File: src/shared/lsx_pkg.sv
package lsx_pkg;
    // Opcode field: bits 15..11 of the instruction
    localparam int OPC_HI = 15;
    localparam int OPC_LO = 11;
    localparam logic [4:0] OPC_STORE_ZERO = 5'h00;
    localparam logic [4:0] OPC_STORE_ACC = 5'h01;
    localparam logic [4:0] OPC_STORE_TEMP = 5'h02;
    localparam logic [4:0] OPC_STORE_INDEX = 5'h03;
    localparam logic [4:0] OPC_STORE_DOUBLE = 5'h04;
    localparam logic [4:0] OPC_LOAD_DOUBLE = 5'h05;
    localparam logic [4:0] OPC_STORE_FLOAT = 5'h06;
    localparam logic [4:0] OPC_LOAD_FLOAT = 5'h07;
    localparam logic [4:0] OPC_INC_SKIP = 5'h08;
    localparam logic [4:0] OPC_LOAD_ACC = 5'h09;
    localparam logic [4:0] OPC_LOAD_TEMP = 5'h0a;
    localparam logic [4:0] OPC_LOAD_INDEX = 5'h0b;
    // Address mode bits
    localparam int BIT_X = 10;
    localparam int BIT_I = 9;
    localparam int BIT_B = 8;
    localparam logic [15:0] WORD_ZERO = 16'h0000;
    localparam logic [15:0] WORD_ONE = 16'h0001;
    localparam logic [15:0] REG_RESET = 16'h0000;
    // Nominal execution times in ns and cycle counts at 50 MHz
    localparam int CLK_NS = 20;
    localparam int T_STORE_NS = 1300;
    localparam int T_STORE_DOUBLE_NS = 2200;
    localparam int T_STORE_FLOAT_NS = 2800;
    localparam int T_INC_SKIP_NS = 2900;
    localparam int T_INC_NOSKIP_NS = 2600;
    localparam int T_LOAD_NS = 1000;
    localparam int T_LOAD_DOUBLE_NS = 1600;
    localparam int T_LOAD_FLOAT_NS = 2000;
    localparam logic [7:0] CYC_STORE = 8'(T_STORE_NS / CLK_NS);
    localparam logic [7:0] CYC_STORE_DOUBLE = 8'(T_STORE_DOUBLE_NS / CLK_NS);
    localparam logic [7:0] CYC_STORE_FLOAT = 8'(T_STORE_FLOAT_NS / CLK_NS);
    localparam logic [7:0] CYC_INC_SKIP = 8'(T_INC_SKIP_NS / CLK_NS);
    localparam logic [7:0] CYC_INC_NOSKIP = 8'(T_INC_NOSKIP_NS / CLK_NS);
    localparam logic [7:0] CYC_LOAD = 8'(T_LOAD_NS / CLK_NS);
    localparam logic [7:0] CYC_LOAD_DOUBLE = 8'(T_LOAD_DOUBLE_NS / CLK_NS);
    localparam logic [7:0] CYC_LOAD_FLOAT = 8'(T_LOAD_FLOAT_NS / CLK_NS);

    typedef enum logic [3:0] {
        ST_IDLE = 4'b0000,
        ST_PTR_REQ = 4'b0001,
        ST_PTR_WAIT = 4'b0010,
        ST_XFER = 4'b0011,
        ST_XFER_WAIT = 4'b0100,
        ST_INC_WRITE = 4'b0101,
        ST_PAD = 4'b0110,
        ST_DONE = 4'b0111
    } lsx_state_t;
endpackage

File: src/hw/lsx_ea_calc.sv
`timescale 1ns/1ps
// Effective address base: X, I and B bits select the P/B/X sum
module lsx_ea_calc (
    input wire logic [15:0] instr,
    input wire logic [15:0] pc,
    input wire logic [15:0] reg_b,
    input wire logic [15:0] reg_x,
    output logic [15:0] base_addr,
    output logic indirect,
    output logic post_index
);
    wire logic [15:0] disp = {{8{instr[7]}}, instr[7:0]};
    wire logic bx = instr[lsx_pkg::BIT_X];
    wire logic bi = instr[lsx_pkg::BIT_I];
    wire logic bb = instr[lsx_pkg::BIT_B];
    wire logic [15:0] pb = bb ? reg_b : pc;
    // Direct X alone is X-relative; X with B adds all three
    wire logic [15:0] xsum = bb ? 16'(reg_x + reg_b + disp) : 16'(reg_x + disp);
    assign base_addr = (bx && !bi) ? xsum : 16'(pb + disp);
    assign indirect = bi;
    assign post_index = bx && bi;
endmodule

File: src/hw/lsx_exec.sv
`timescale 1ns/1ps
// How it works
// - store_zero writes an all-zero word to the effective location, about 1.3 us.
// - store_accumulator writes A to the effective location, registers untouched.
// - store_temp_reg writes T to the effective location only.
// - store_index writes X to the effective location.
// - store_index may index its address by the current X value.
// - store_double writes A at the location, D at location plus one, 2.2 us.
// - store_float writes three words, exponent first at the effective location.
// - increment_skip_zero reads the word, adds one, writes it back.
// - A zero result skips the next instruction; 2.9 us, else 2.6 us.
// - load_accumulator reads the effective word into A, about 1.0 us.
// - load_temp_reg reads the effective word into T.
// - load_index reads the effective word into X.
// - load_index forms its address from old X before X is overwritten.
// - load_double loads A from the location and D from the next, 1.6 us.
// - load_float loads T, A, D from three consecutive words.
// - Indirect modes fetch a full 16-bit pointer from the relative address.
// - Direct B-relative indexed adds X, B and displacement.
module lsx_exec (
    input wire logic clock,
    input wire logic rst,
    input wire logic start,
    input wire logic [15:0] instr,
    input wire logic [15:0] pc,
    input wire logic [15:0] reg_b,
    input wire logic [15:0] a_in,
    input wire logic [15:0] d_in,
    input wire logic [15:0] t_in,
    input wire logic [15:0] x_in,
    input wire logic mem_ack,
    input wire logic [15:0] mem_rdata,
    output logic busy,
    output logic done,
    output logic skip,
    output logic illegal,
    output logic mem_req,
    output logic mem_we,
    output logic [15:0] mem_addr,
    output logic [15:0] mem_wdata,
    output logic a_we,
    output logic [15:0] a_out,
    output logic d_we,
    output logic [15:0] d_out,
    output logic t_we,
    output logic [15:0] t_out,
    output logic x_we,
    output logic [15:0] x_out
);
    lsx_pkg::lsx_state_t state_r;
    logic [4:0] op_r;
    logic [15:0] ea_r;
    logic [15:0] x_old_r;
    logic [1:0] idx_r;
    logic [7:0] cyc_r;
    logic skip_pend_r;
    logic [15:0] a_hold_r;
    logic [15:0] d_hold_r;
    logic [15:0] t_hold_r;
    logic busy_r;
    logic done_r;
    logic skip_r;
    logic illegal_r;
    logic mem_req_r;
    logic mem_we_r;
    logic [15:0] mem_addr_r;
    logic [15:0] mem_wdata_r;
    logic a_we_r;
    logic d_we_r;
    logic t_we_r;
    logic x_we_r;
    logic [15:0] a_out_r;
    logic [15:0] d_out_r;
    logic [15:0] t_out_r;
    logic [15:0] x_out_r;

    wire logic [15:0] base_addr;
    wire logic indirect;
    wire logic post_index;
    lsx_ea_calc u_ea (
        .instr(instr),
        .pc(pc),
        .reg_b(reg_b),
        .reg_x(x_in),
        .base_addr(base_addr),
        .indirect(indirect),
        .post_index(post_index)
    );

    wire logic [4:0] opc = instr[lsx_pkg::OPC_HI:lsx_pkg::OPC_LO];
    wire logic known = (opc <= lsx_pkg::OPC_LOAD_INDEX);
    wire logic is_store = (op_r <= lsx_pkg::OPC_STORE_DOUBLE) || (op_r == lsx_pkg::OPC_STORE_FLOAT);
    wire logic is_inc = (op_r == lsx_pkg::OPC_INC_SKIP);
    wire logic [1:0] nwords = (op_r == lsx_pkg::OPC_STORE_FLOAT || op_r == lsx_pkg::OPC_LOAD_FLOAT)
        ? 2'd3 : (op_r == lsx_pkg::OPC_STORE_DOUBLE || op_r == lsx_pkg::OPC_LOAD_DOUBLE)
        ? 2'd2 : 2'd1;
    wire logic last_word = (idx_r == 2'(nwords - 2'd1));
    wire logic [15:0] cur_addr = 16'(ea_r + {14'h0000, idx_r});
    wire logic [15:0] inc_word = 16'(mem_rdata + lsx_pkg::WORD_ONE);
    // Float words in memory order: exponent (T), then A, then D
    wire logic [15:0] store_word =
        (op_r == lsx_pkg::OPC_STORE_ZERO) ? lsx_pkg::WORD_ZERO :
        (op_r == lsx_pkg::OPC_STORE_ACC) ? a_hold_r :
        (op_r == lsx_pkg::OPC_STORE_TEMP) ? t_hold_r :
        (op_r == lsx_pkg::OPC_STORE_INDEX) ? x_old_r :
        (op_r == lsx_pkg::OPC_STORE_DOUBLE) ? (idx_r == 2'd0 ? a_hold_r : d_hold_r) :
        (idx_r == 2'd0) ? t_hold_r : (idx_r == 2'd1) ? a_hold_r : d_hold_r;
    wire logic [7:0] target_cyc =
        (op_r == lsx_pkg::OPC_STORE_DOUBLE) ? lsx_pkg::CYC_STORE_DOUBLE :
        (op_r == lsx_pkg::OPC_STORE_FLOAT) ? lsx_pkg::CYC_STORE_FLOAT :
        (op_r == lsx_pkg::OPC_LOAD_DOUBLE) ? lsx_pkg::CYC_LOAD_DOUBLE :
        (op_r == lsx_pkg::OPC_LOAD_FLOAT) ? lsx_pkg::CYC_LOAD_FLOAT :
        is_inc ? (skip_pend_r ? lsx_pkg::CYC_INC_SKIP : lsx_pkg::CYC_INC_NOSKIP) :
        is_store ? lsx_pkg::CYC_STORE : lsx_pkg::CYC_LOAD;

    always_ff @(posedge clock or posedge rst)
    begin
        if (rst)
        begin
            state_r <= lsx_pkg::ST_IDLE;
            op_r <= 5'h00;
            ea_r <= lsx_pkg::REG_RESET;
            x_old_r <= lsx_pkg::REG_RESET;
            idx_r <= 2'd0;
            cyc_r <= 8'h00;
            skip_pend_r <= 1'b0;
            a_hold_r <= lsx_pkg::REG_RESET;
            d_hold_r <= lsx_pkg::REG_RESET;
            t_hold_r <= lsx_pkg::REG_RESET;
            busy_r <= 1'b0;
            done_r <= 1'b0;
            skip_r <= 1'b0;
            illegal_r <= 1'b0;
            mem_req_r <= 1'b0;
            mem_we_r <= 1'b0;
            mem_addr_r <= lsx_pkg::REG_RESET;
            mem_wdata_r <= lsx_pkg::REG_RESET;
            a_we_r <= 1'b0;
            d_we_r <= 1'b0;
            t_we_r <= 1'b0;
            x_we_r <= 1'b0;
            a_out_r <= lsx_pkg::REG_RESET;
            d_out_r <= lsx_pkg::REG_RESET;
            t_out_r <= lsx_pkg::REG_RESET;
            x_out_r <= lsx_pkg::REG_RESET;
        end
        else
        begin
            done_r <= 1'b0;
            skip_r <= 1'b0;
            illegal_r <= 1'b0;
            a_we_r <= 1'b0;
            d_we_r <= 1'b0;
            t_we_r <= 1'b0;
            x_we_r <= 1'b0;
            if (busy_r)
            begin
                cyc_r <= 8'(cyc_r + 8'h01);
            end
            case (state_r)
                lsx_pkg::ST_IDLE:
                begin
                    if (start && !known)
                    begin
                        illegal_r <= 1'b1;
                    end
                    else if (start)
                    begin
                        // Operands captured now; X loaded later cannot move the address
                        op_r <= opc;
                        x_old_r <= x_in;
                        a_hold_r <= a_in;
                        d_hold_r <= d_in;
                        t_hold_r <= t_in;
                        ea_r <= base_addr;
                        idx_r <= 2'd0;
                        cyc_r <= 8'h01;
                        skip_pend_r <= 1'b0;
                        busy_r <= 1'b1;
                        if (indirect)
                        begin
                            mem_req_r <= 1'b1;
                            mem_we_r <= 1'b0;
                            mem_addr_r <= base_addr;
                            state_r <= lsx_pkg::ST_PTR_WAIT;
                        end
                        else
                        begin
                            state_r <= lsx_pkg::ST_XFER;
                        end
                    end
                end
                lsx_pkg::ST_PTR_WAIT:
                begin
                    if (mem_ack)
                    begin
                        mem_req_r <= 1'b0;
                        // Pointer is a full word; post-index adds old X
                        ea_r <= post_index ? 16'(mem_rdata + x_old_r) : mem_rdata;
                        state_r <= lsx_pkg::ST_XFER;
                    end
                end
                lsx_pkg::ST_XFER:
                begin
                    mem_req_r <= 1'b1;
                    mem_addr_r <= cur_addr;
                    mem_we_r <= is_store;
                    mem_wdata_r <= store_word;
                    state_r <= lsx_pkg::ST_XFER_WAIT;
                end
                lsx_pkg::ST_XFER_WAIT:
                begin
                    if (mem_ack)
                    begin
                        mem_req_r <= 1'b0;
                        mem_we_r <= 1'b0;
                        if (is_inc)
                        begin
                            mem_wdata_r <= inc_word;
                            skip_pend_r <= (inc_word == lsx_pkg::WORD_ZERO);
                            state_r <= lsx_pkg::ST_INC_WRITE;
                        end
                        else
                        begin
                            if (!is_store)
                            begin
                                case (op_r)
                                    lsx_pkg::OPC_LOAD_ACC:
                                    begin
                                        a_we_r <= 1'b1;
                                        a_out_r <= mem_rdata;
                                    end
                                    lsx_pkg::OPC_LOAD_TEMP:
                                    begin
                                        t_we_r <= 1'b1;
                                        t_out_r <= mem_rdata;
                                    end
                                    lsx_pkg::OPC_LOAD_INDEX:
                                    begin
                                        x_we_r <= 1'b1;
                                        x_out_r <= mem_rdata;
                                    end
                                    lsx_pkg::OPC_LOAD_DOUBLE:
                                    begin
                                        if (idx_r == 2'd0)
                                        begin
                                            a_we_r <= 1'b1;
                                            a_out_r <= mem_rdata;
                                        end
                                        else
                                        begin
                                            d_we_r <= 1'b1;
                                            d_out_r <= mem_rdata;
                                        end
                                    end
                                    default:
                                    begin
                                        // Float load: T, A, D in address order
                                        t_we_r <= (idx_r == 2'd0);
                                        a_we_r <= (idx_r == 2'd1);
                                        d_we_r <= (idx_r == 2'd2);
                                        t_out_r <= (idx_r == 2'd0) ? mem_rdata : t_out_r;
                                        a_out_r <= (idx_r == 2'd1) ? mem_rdata : a_out_r;
                                        d_out_r <= (idx_r == 2'd2) ? mem_rdata : d_out_r;
                                    end
                                endcase
                            end
                            if (last_word)
                            begin
                                state_r <= lsx_pkg::ST_PAD;
                            end
                            else
                            begin
                                idx_r <= 2'(idx_r + 2'd1);
                                state_r <= lsx_pkg::ST_XFER;
                            end
                        end
                    end
                end
                lsx_pkg::ST_INC_WRITE:
                begin
                    if (!mem_req_r)
                    begin
                        mem_req_r <= 1'b1;
                        mem_we_r <= 1'b1;
                    end
                    else if (mem_ack)
                    begin
                        mem_req_r <= 1'b0;
                        mem_we_r <= 1'b0;
                        state_r <= lsx_pkg::ST_PAD;
                    end
                end
                lsx_pkg::ST_PAD:
                begin
                    // Stretch to the nominal instruction time
                    if (cyc_r >= 8'(target_cyc - 8'h01))
                    begin
                        state_r <= lsx_pkg::ST_DONE;
                    end
                end
                lsx_pkg::ST_DONE:
                begin
                    busy_r <= 1'b0;
                    done_r <= 1'b1;
                    skip_r <= is_inc && skip_pend_r;
                    state_r <= lsx_pkg::ST_IDLE;
                end
                default:
                begin
                    state_r <= lsx_pkg::ST_IDLE;
                end
            endcase
        end
    end

    assign busy = busy_r;
    assign done = done_r;
    assign skip = skip_r;
    assign illegal = illegal_r;
    assign mem_req = mem_req_r;
    assign mem_we = mem_we_r;
    assign mem_addr = mem_addr_r;
    assign mem_wdata = mem_wdata_r;
    assign a_we = a_we_r;
    assign a_out = a_out_r;
    assign d_we = d_we_r;
    assign d_out = d_out_r;
    assign t_we = t_we_r;
    assign t_out = t_out_r;
    assign x_we = x_we_r;
    assign x_out = x_out_r;
endmodule

File: config.mk
export PLATFORM = sky130hd
export DESIGN_NAME = lsx_exec
export DESIGN_NICKNAME = d
export VERILOG_FILES = /design/src/shared/lsx_pkg.sv /design/src/hw/lsx_ea_calc.sv /design/src/hw/lsx_exec.sv
export SDC_FILE = /design/constraint.sdc
export NUM_CORES = 1
export LEC_CHECK = 0
export BUFFER_PORTS_ARGS = -buffer_cell sky130_fd_sc_hd__buf_2
export CAP_MARGIN = 20
export CELL_PAD_IN_SITES_DETAIL_PLACEMENT = 1
export CELL_PAD_IN_SITES_GLOBAL_PLACEMENT = 2
export CORE_AREA = 4 4 201 203
export DETAILED_ROUTE_END_ITERATION = 10
export DIE_AREA = 0 0 205 207
export HOLD_SLACK_MARGIN = 0.15
export PLACE_DENSITY_LB_ADDON = 0.12
export SLEW_MARGIN = 20
export SYNTH_ARGS = -nofsm -noshare
export SYNTH_HDL_FRONTEND = slang
export SYNTH_HIERARCHICAL = 1
export SYNTH_SLANG_ARGS = --single-unit
File: constraint.sdc
create_clock -name clock -period 21.4 [get_ports clock]
set_clock_uncertainty 0.1 [all_clocks]
set_input_delay 4.28 -clock clock [delete_from_list [all_inputs] [get_ports clock]]
set_output_delay 4.28 -clock clock [all_outputs]
set_load 0.01 [all_outputs]
After elaboration in Yosys (flattened, before gate mapping)
Index checks and enable logic that the tools add are counted.
Cells by class
  mux-type cells: 107
  magnitude comparators: 3
  bitwise operators: 6
  add/sub/neg operators: 11
  reductions and logical operators: 41
  equality and inequality tests: 34
Operators by type and width (count)
  16-bit 2-to-1 mux: 24
  16-bit case mux with 2 select lines: 5
  16-bit adder: 5
  8-bit 2-to-1 mux: 9
  16-bit case mux with 3 select lines: 1
  1-bit 2-to-1 mux: 41
  4-bit 2-to-1 mux: 7
  2-bit != test, second input constant: 13
  4-bit case mux with 6 select lines: 1
  7-bit AND reduction: 3
  5-bit by 3-bit == test with 1-bit output, second input constant: 4
  5-bit by 4-bit == test with 1-bit output, second input constant: 4
  16-bit by 1-bit adder with 16-bit output, second input constant: 1
  16-bit by 2-bit adder with 16-bit output: 1
  4-bit by 3-bit == test with 1-bit output, second input constant: 4
  16-bit logical NOT: 1
  5-bit AND reduction: 3
  2-bit 2-to-1 mux: 7
  2-bit nonzero test: 7
  4-bit AND reduction: 3
  6-bit AND reduction: 2
  5-bit by 2-bit == test with 1-bit output, second input constant: 2
  3-bit AND reduction: 3
  8-bit by 1-bit adder with 8-bit output, second input constant: 1
  30 further kinds: 50
Word-level totals
  logic and storage cells: 228
  flip-flop bits (word level): 206
  output and inout port bits: 106
  input port bits: 132

Logic depth before layout (Yosys ltp)
  depth after elaboration: 12
  depth in mapped cells: 18
  mapped depth without buffers: 17

Cells and area by module
The synthesis kept the hierarchy.
Modules (own cells, without submodules)
  lsx_exec: cells an instance 1265, area each 11499.8 µm², sequential area each 5129.9 µm², instances 1
  lsx_ea_calc: cells an instance 378, area each 2956.6 µm², sequential area each 0.0 µm², instances 1

Worst setup path after synthesis
No wires, ideal clock.
  kind: input to register
  start point: input instr[8]
  end point: register ea_r[12]
  required time: 21.178 ns
  library setup time: 0.122 ns
  buffers on the path: 2
  arrival time: 7.259 ns
  path slack: 13.919 ns
  stages on the path: 18
  cells stage by stage: clkbuf_8 -> clkbuf_1 -> mux2_2 -> ha_1 -> inv_1 -> fa_1 -> nor2b_1 -> o21a_1 -> o21ai_1 -> a211oi_1 -> a211oi_1 -> xnor2_1 -> a221o_1 -> nand2_1 -> nand3_1 -> nor3_1 -> mux2_2 -> nor3_1
On the way
  cells in the longest elaborated chain, start to end: 6
  elaborated cells on any way between the ends: 7
  those cells by class: add/sub: 1; mux: 6
RTL lines
  from (decl): RTL line lsx_exec.sv:24  | input wire logic [15:0] instr,
  16-bit 2-to-1 mux: RTL line lsx_ea_calc.sv:16  | wire logic [15:0] pb = bb ? reg_b : pc;
  16-bit adder: RTL line lsx_ea_calc.sv:19  | assign base_addr = (bx && !bi) ? xsum : 16'(pb + disp);
  16-bit 2-to-1 mux *: RTL line lsx_ea_calc.sv:19
  net base_addr[12]: RTL line lsx_exec.sv:77  | wire logic [15:0] base_addr;
  16-bit 2-to-1 mux *: RTL line lsx_exec.sv:167  | else if (start)
  16-bit 2-to-1 mux *: RTL line lsx_exec.sv:163  | if (start && !known)
  16-bit case mux with 2 select lines *: RTL line lsx_exec.sv:160  | case (state_r)
  to (signal assigned): RTL line lsx_exec.sv:122  | ea_r <= lsx_pkg::REG_RESET;
  to (signal assigned): RTL line lsx_exec.sv:175  | ea_r <= base_addr;
  to (signal assigned): RTL line lsx_exec.sv:199  | ea_r <= post_index ? 16'(mem_rdata + x_old_r) : mem_rdata;
  to (decl): RTL line lsx_exec.sv:52  | logic [15:0] ea_r;
Mark *: on every way through the listed nets, which the timed path passes. The rest lies on a longest branch. The select of a mux whose other input is x is not followed.
A chain may end at the register's enable or synchronous reset.

Final worst setup path
  start point: input instr[8]
  end point: register ea_r[14]
The elaborated chain is that of the path after synthesis.

==> results_dict.tcl <==
set metrics [dict create \
    remaining_drc_errors 0 \
    root_buffer "clkbuf_16" \
    portBuffers 237 \
    synth_ff_type "dfrtp_1" \
    ys_types 80 \
    h-tree-depth 1 \
    swShare_pct 44.2 \
    path_common_cell "a21oi_1" \
    power_density_nw_per_um2 128 \
    crit_buf_inv 2 \
    grt_pass1_vias 13570 \
    endpoint_kind "flop" \
    ant_nets 0 \
    synth-edff-count 0 \
    max_freq_mhz 128 \
    path_class "in2reg" \
    relSlewSlack_pct 32.1 \
    clkSinkCount 205 \
    ys_warn_count 6 \
    areaGrowthSynthToFinish_pct 16.5 \
    crit_path_start_kind "input pin" \
    crit_required_ns 21.75 \
    vias_per_cell 5.55 \
    setup-violations-final 0 \
    gp_congestion 0.863 \
    die_x_um 205 \
    wire_per_inst_um 22.4 \
    syn-cell-area_um2 14500 \
    rows 72 \
    antenna_found_initial 2 \
    fillers 4619 \
    syn-mean-instance-area_um2 8.80 \
    dr.pass1.iters 5 \
    r2r_cells 16 \
    finalCritPeriodShare_pct 36.4 \
    ir_drop_v 0.0000527 \
    layout_common_cells "nand2_1, buf_2, dfrtp_1" \
    seqPwrFrac_pct 32.4 \
    io_pins 238 \
    synthCells 1643 \
    slowest_stage "a311oi_1" \
    crit_chain "buf_2 > mux2_2 > ha_1 > inv_1 > fa_1 > nor2b_1 > o21a_1 > o21ai_1 > a21oi_1 > a31oi_1 > mux2i_1 > a311oi_1 > nor2_1 > nor3_1 > a21oi_1 > a21oi_1" \
    whs_path_depth 2 \
    path_max_fanout 35 \
    cts_tree "done" \
    fp.dieH_um 207 \
    clkLatencyLatePin_ns 0.52 \
    status "complete, no violations" \
    period_needed_ns 7.79 \
    clockBufferDepth 3 \
    whs_ns 0.373 \
    grt-ovfl-total 0 \
    grt_usage_pct 24.4 \
    start_util_pct 37.6 \
    cts_setup_buffers 0 \
    final_common_cell "nand2_1" \
    hp-class "reg2reg" \
    cts_hold_buf 0 \
    maxCapViolCount 0 \
    grt_pass1_wl_um 82500 \
    p_switching_uw 955 \
    cts_buffers 25 \
    syn-num-nets 1871 \
    first_iter_violations 835 \
    p_int_uw 1200 \
    synth.ff_latch_count 205 \
    crit_family "compound AO/OA/AOI/OAI gates" \
    synthArstFlopShare_pct 100 \
    coreArea_um2 38500 \
    cts_resized 0 \
    power_frac_clock_pct 19.8 \
    drive_gt1_share_pct 23.1 \
    hold_viol 0 \
    fin_setup_tns_ns 0 \
    max_stage_delay_ns 0.66 \
    worstSetupPathDepth 16 \
    drt_wl_total_um 53000 \
    cp.arrival_ns 8.14 \
    p_leak_uw 0.00810 \
    r2r_setup_slack_ns 16.84 \
    maxSlewViolCount 0 \
    clkSlewWorstSetupHoldPaths_ns 0.06 \
    grt_max_degree 95 \
    nets 2058 \
    rsz0062_at_grt "false" \
    p_comb_share_pct 47.8 \
    seq_area_frac_synth_pct 35.5 \
    dp_hpwl_um 40800 \
    dieArea_um2 42400 \
    worst_slew_pin_slew_ns 1.01 \
    power_uw 2160 \
    routed-via-count 13144 \
]
worst min-delay path, delay by kind of cell (launching register included):
kind | cells | cell delay [ns]
flops | 1 | 0.34
simple gates | 2 | 0.11
synthesized netlist by cell type (4+ instances only):
| cell | instances | area share (%) |
|---|---|---|
| a211o_1 | 8 | 0.48 |
| a211oi_1 | 29 | 1.5 |
| a21boi_0 | 4 | 0.21 |
| a21o_1 | 22 | 1.1 |
| a21oi_1 | 93 | 3.2 |
| a221o_1 | 10 | 0.69 |
| a221oi_1 | 8 | 0.48 |
| a22oi_1 | 6 | 0.31 |
| a31oi_1 | 15 | 0.65 |
| and2_1 | 10 | 0.43 |
| and3_1 | 13 | 0.56 |
| buf_1 | 7 | 0.18 |
| buf_2 | 6 | 0.21 |
| buf_4 | 4 | 0.21 |
| buf_6 | 5 | 0.39 |
| clkbuf_1 | 72 | 1.9 |
| dfrtp_1 | 205 | 35 |
| fa_1 | 20 | 2.8 |
| ha_1 | 76 | 6.6 |
| inv_1 | 46 | 1.2 |
| mux2_2 | 96 | 7.5 |
| mux2_4 | 9 | 0.93 |
| mux2i_1 | 23 | 1.6 |
| nand2_1 | 315 | 8.2 |
| nand2b_1 | 12 | 0.52 |
| nand3_1 | 35 | 1.2 |
| nand4_1 | 16 | 0.69 |
| nor2_1 | 120 | 3.1 |
| nor2b_1 | 13 | 0.56 |
| nor3_1 | 45 | 1.6 |
| nor3b_1 | 5 | 0.26 |
| o211ai_1 | 11 | 0.57 |
| o21a_1 | 12 | 0.62 |
| o21ai_0 | 81 | 2.8 |
| o21bai_1 | 6 | 0.31 |
| o221ai_1 | 9 | 0.55 |
| o22ai_1 | 10 | 0.43 |
| o311ai_0 | 5 | 0.30 |
| o31ai_1 | 10 | 0.52 |
| or3_1 | 11 | 0.48 |
| xnor2_1 | 43 | 2.6 |
| xor2_1 | 39 | 2.4 |
per-stage QoR:
stage	utilization (%)	area [um2]	std cells	setup WS, ns
finish	43.8	16800	2368	13.61
CTS	43.8	16800	2366	13.67
global route	43.8	16800	2367	13.20
floorplan	-	14500	1643	11.42
detailed placement	41.6	16000	2321	13.13
global placement	41.6	16000	2321	13.24
cell type report:
class	count	area [um2]	share of cell area (%)
tap	518	648	3.85
antenna	2	5.00	0.0297
timing repair buffer	257	1340	7.93
inverter	47	184	1.09
clock inverter	17	161	0.958
sequential	205	5130	30.5
multi-input combinational	1294	8710	51.7
clock buffer	28	667	3.96
power by group through the flow:
stage	Sequential (uW)	Clock, uW	Combinational, uW
6_report	699	429	1030
5_1_grt	720	456	1150
4_1_cts	698	439	1040
3_5_place_dp	705	0	1030
3_3_place_gp	699	0	999
2_1_floorplan	661	0	701
logic make-up after synthesis:
family | Yosys count | share of synthesized area, %
simple gates | 614 | 18.7
buf+inv | 144 | 4.33
fa+ha+maj | 96 | 9.35
mux | 128 | 10.0
compound gates | 374 | 17.2
flops | 205 | 35.5
xor+xnor | 82 | 4.97
path summary, 6_finish.rpt:
| path | start | to |
|---|---|---|
| max | instr[8] | ea_r[14] |
| min | d_hold_r[2] | d_hold_r[2] |
| max reg2reg | op_r[3] | state_r[1] |
| min reg2reg | d_hold_r[2] | d_hold_r[2] |
| max in group asynchronous | rst | a_hold_r[7] |
| min in group asynchronous | rst | cyc_r[2] |
per-layer routing:
layer	up-vias	part of all wire (%)	global-route usage, %
met1	6620	47	35.5
met5	-	0.013	0
li1	6198	-	-
met3	58	3.9	3.28
met2	266	47	39.2
met4	2	1.9	4.37
(Power assumes the default switching activity.)
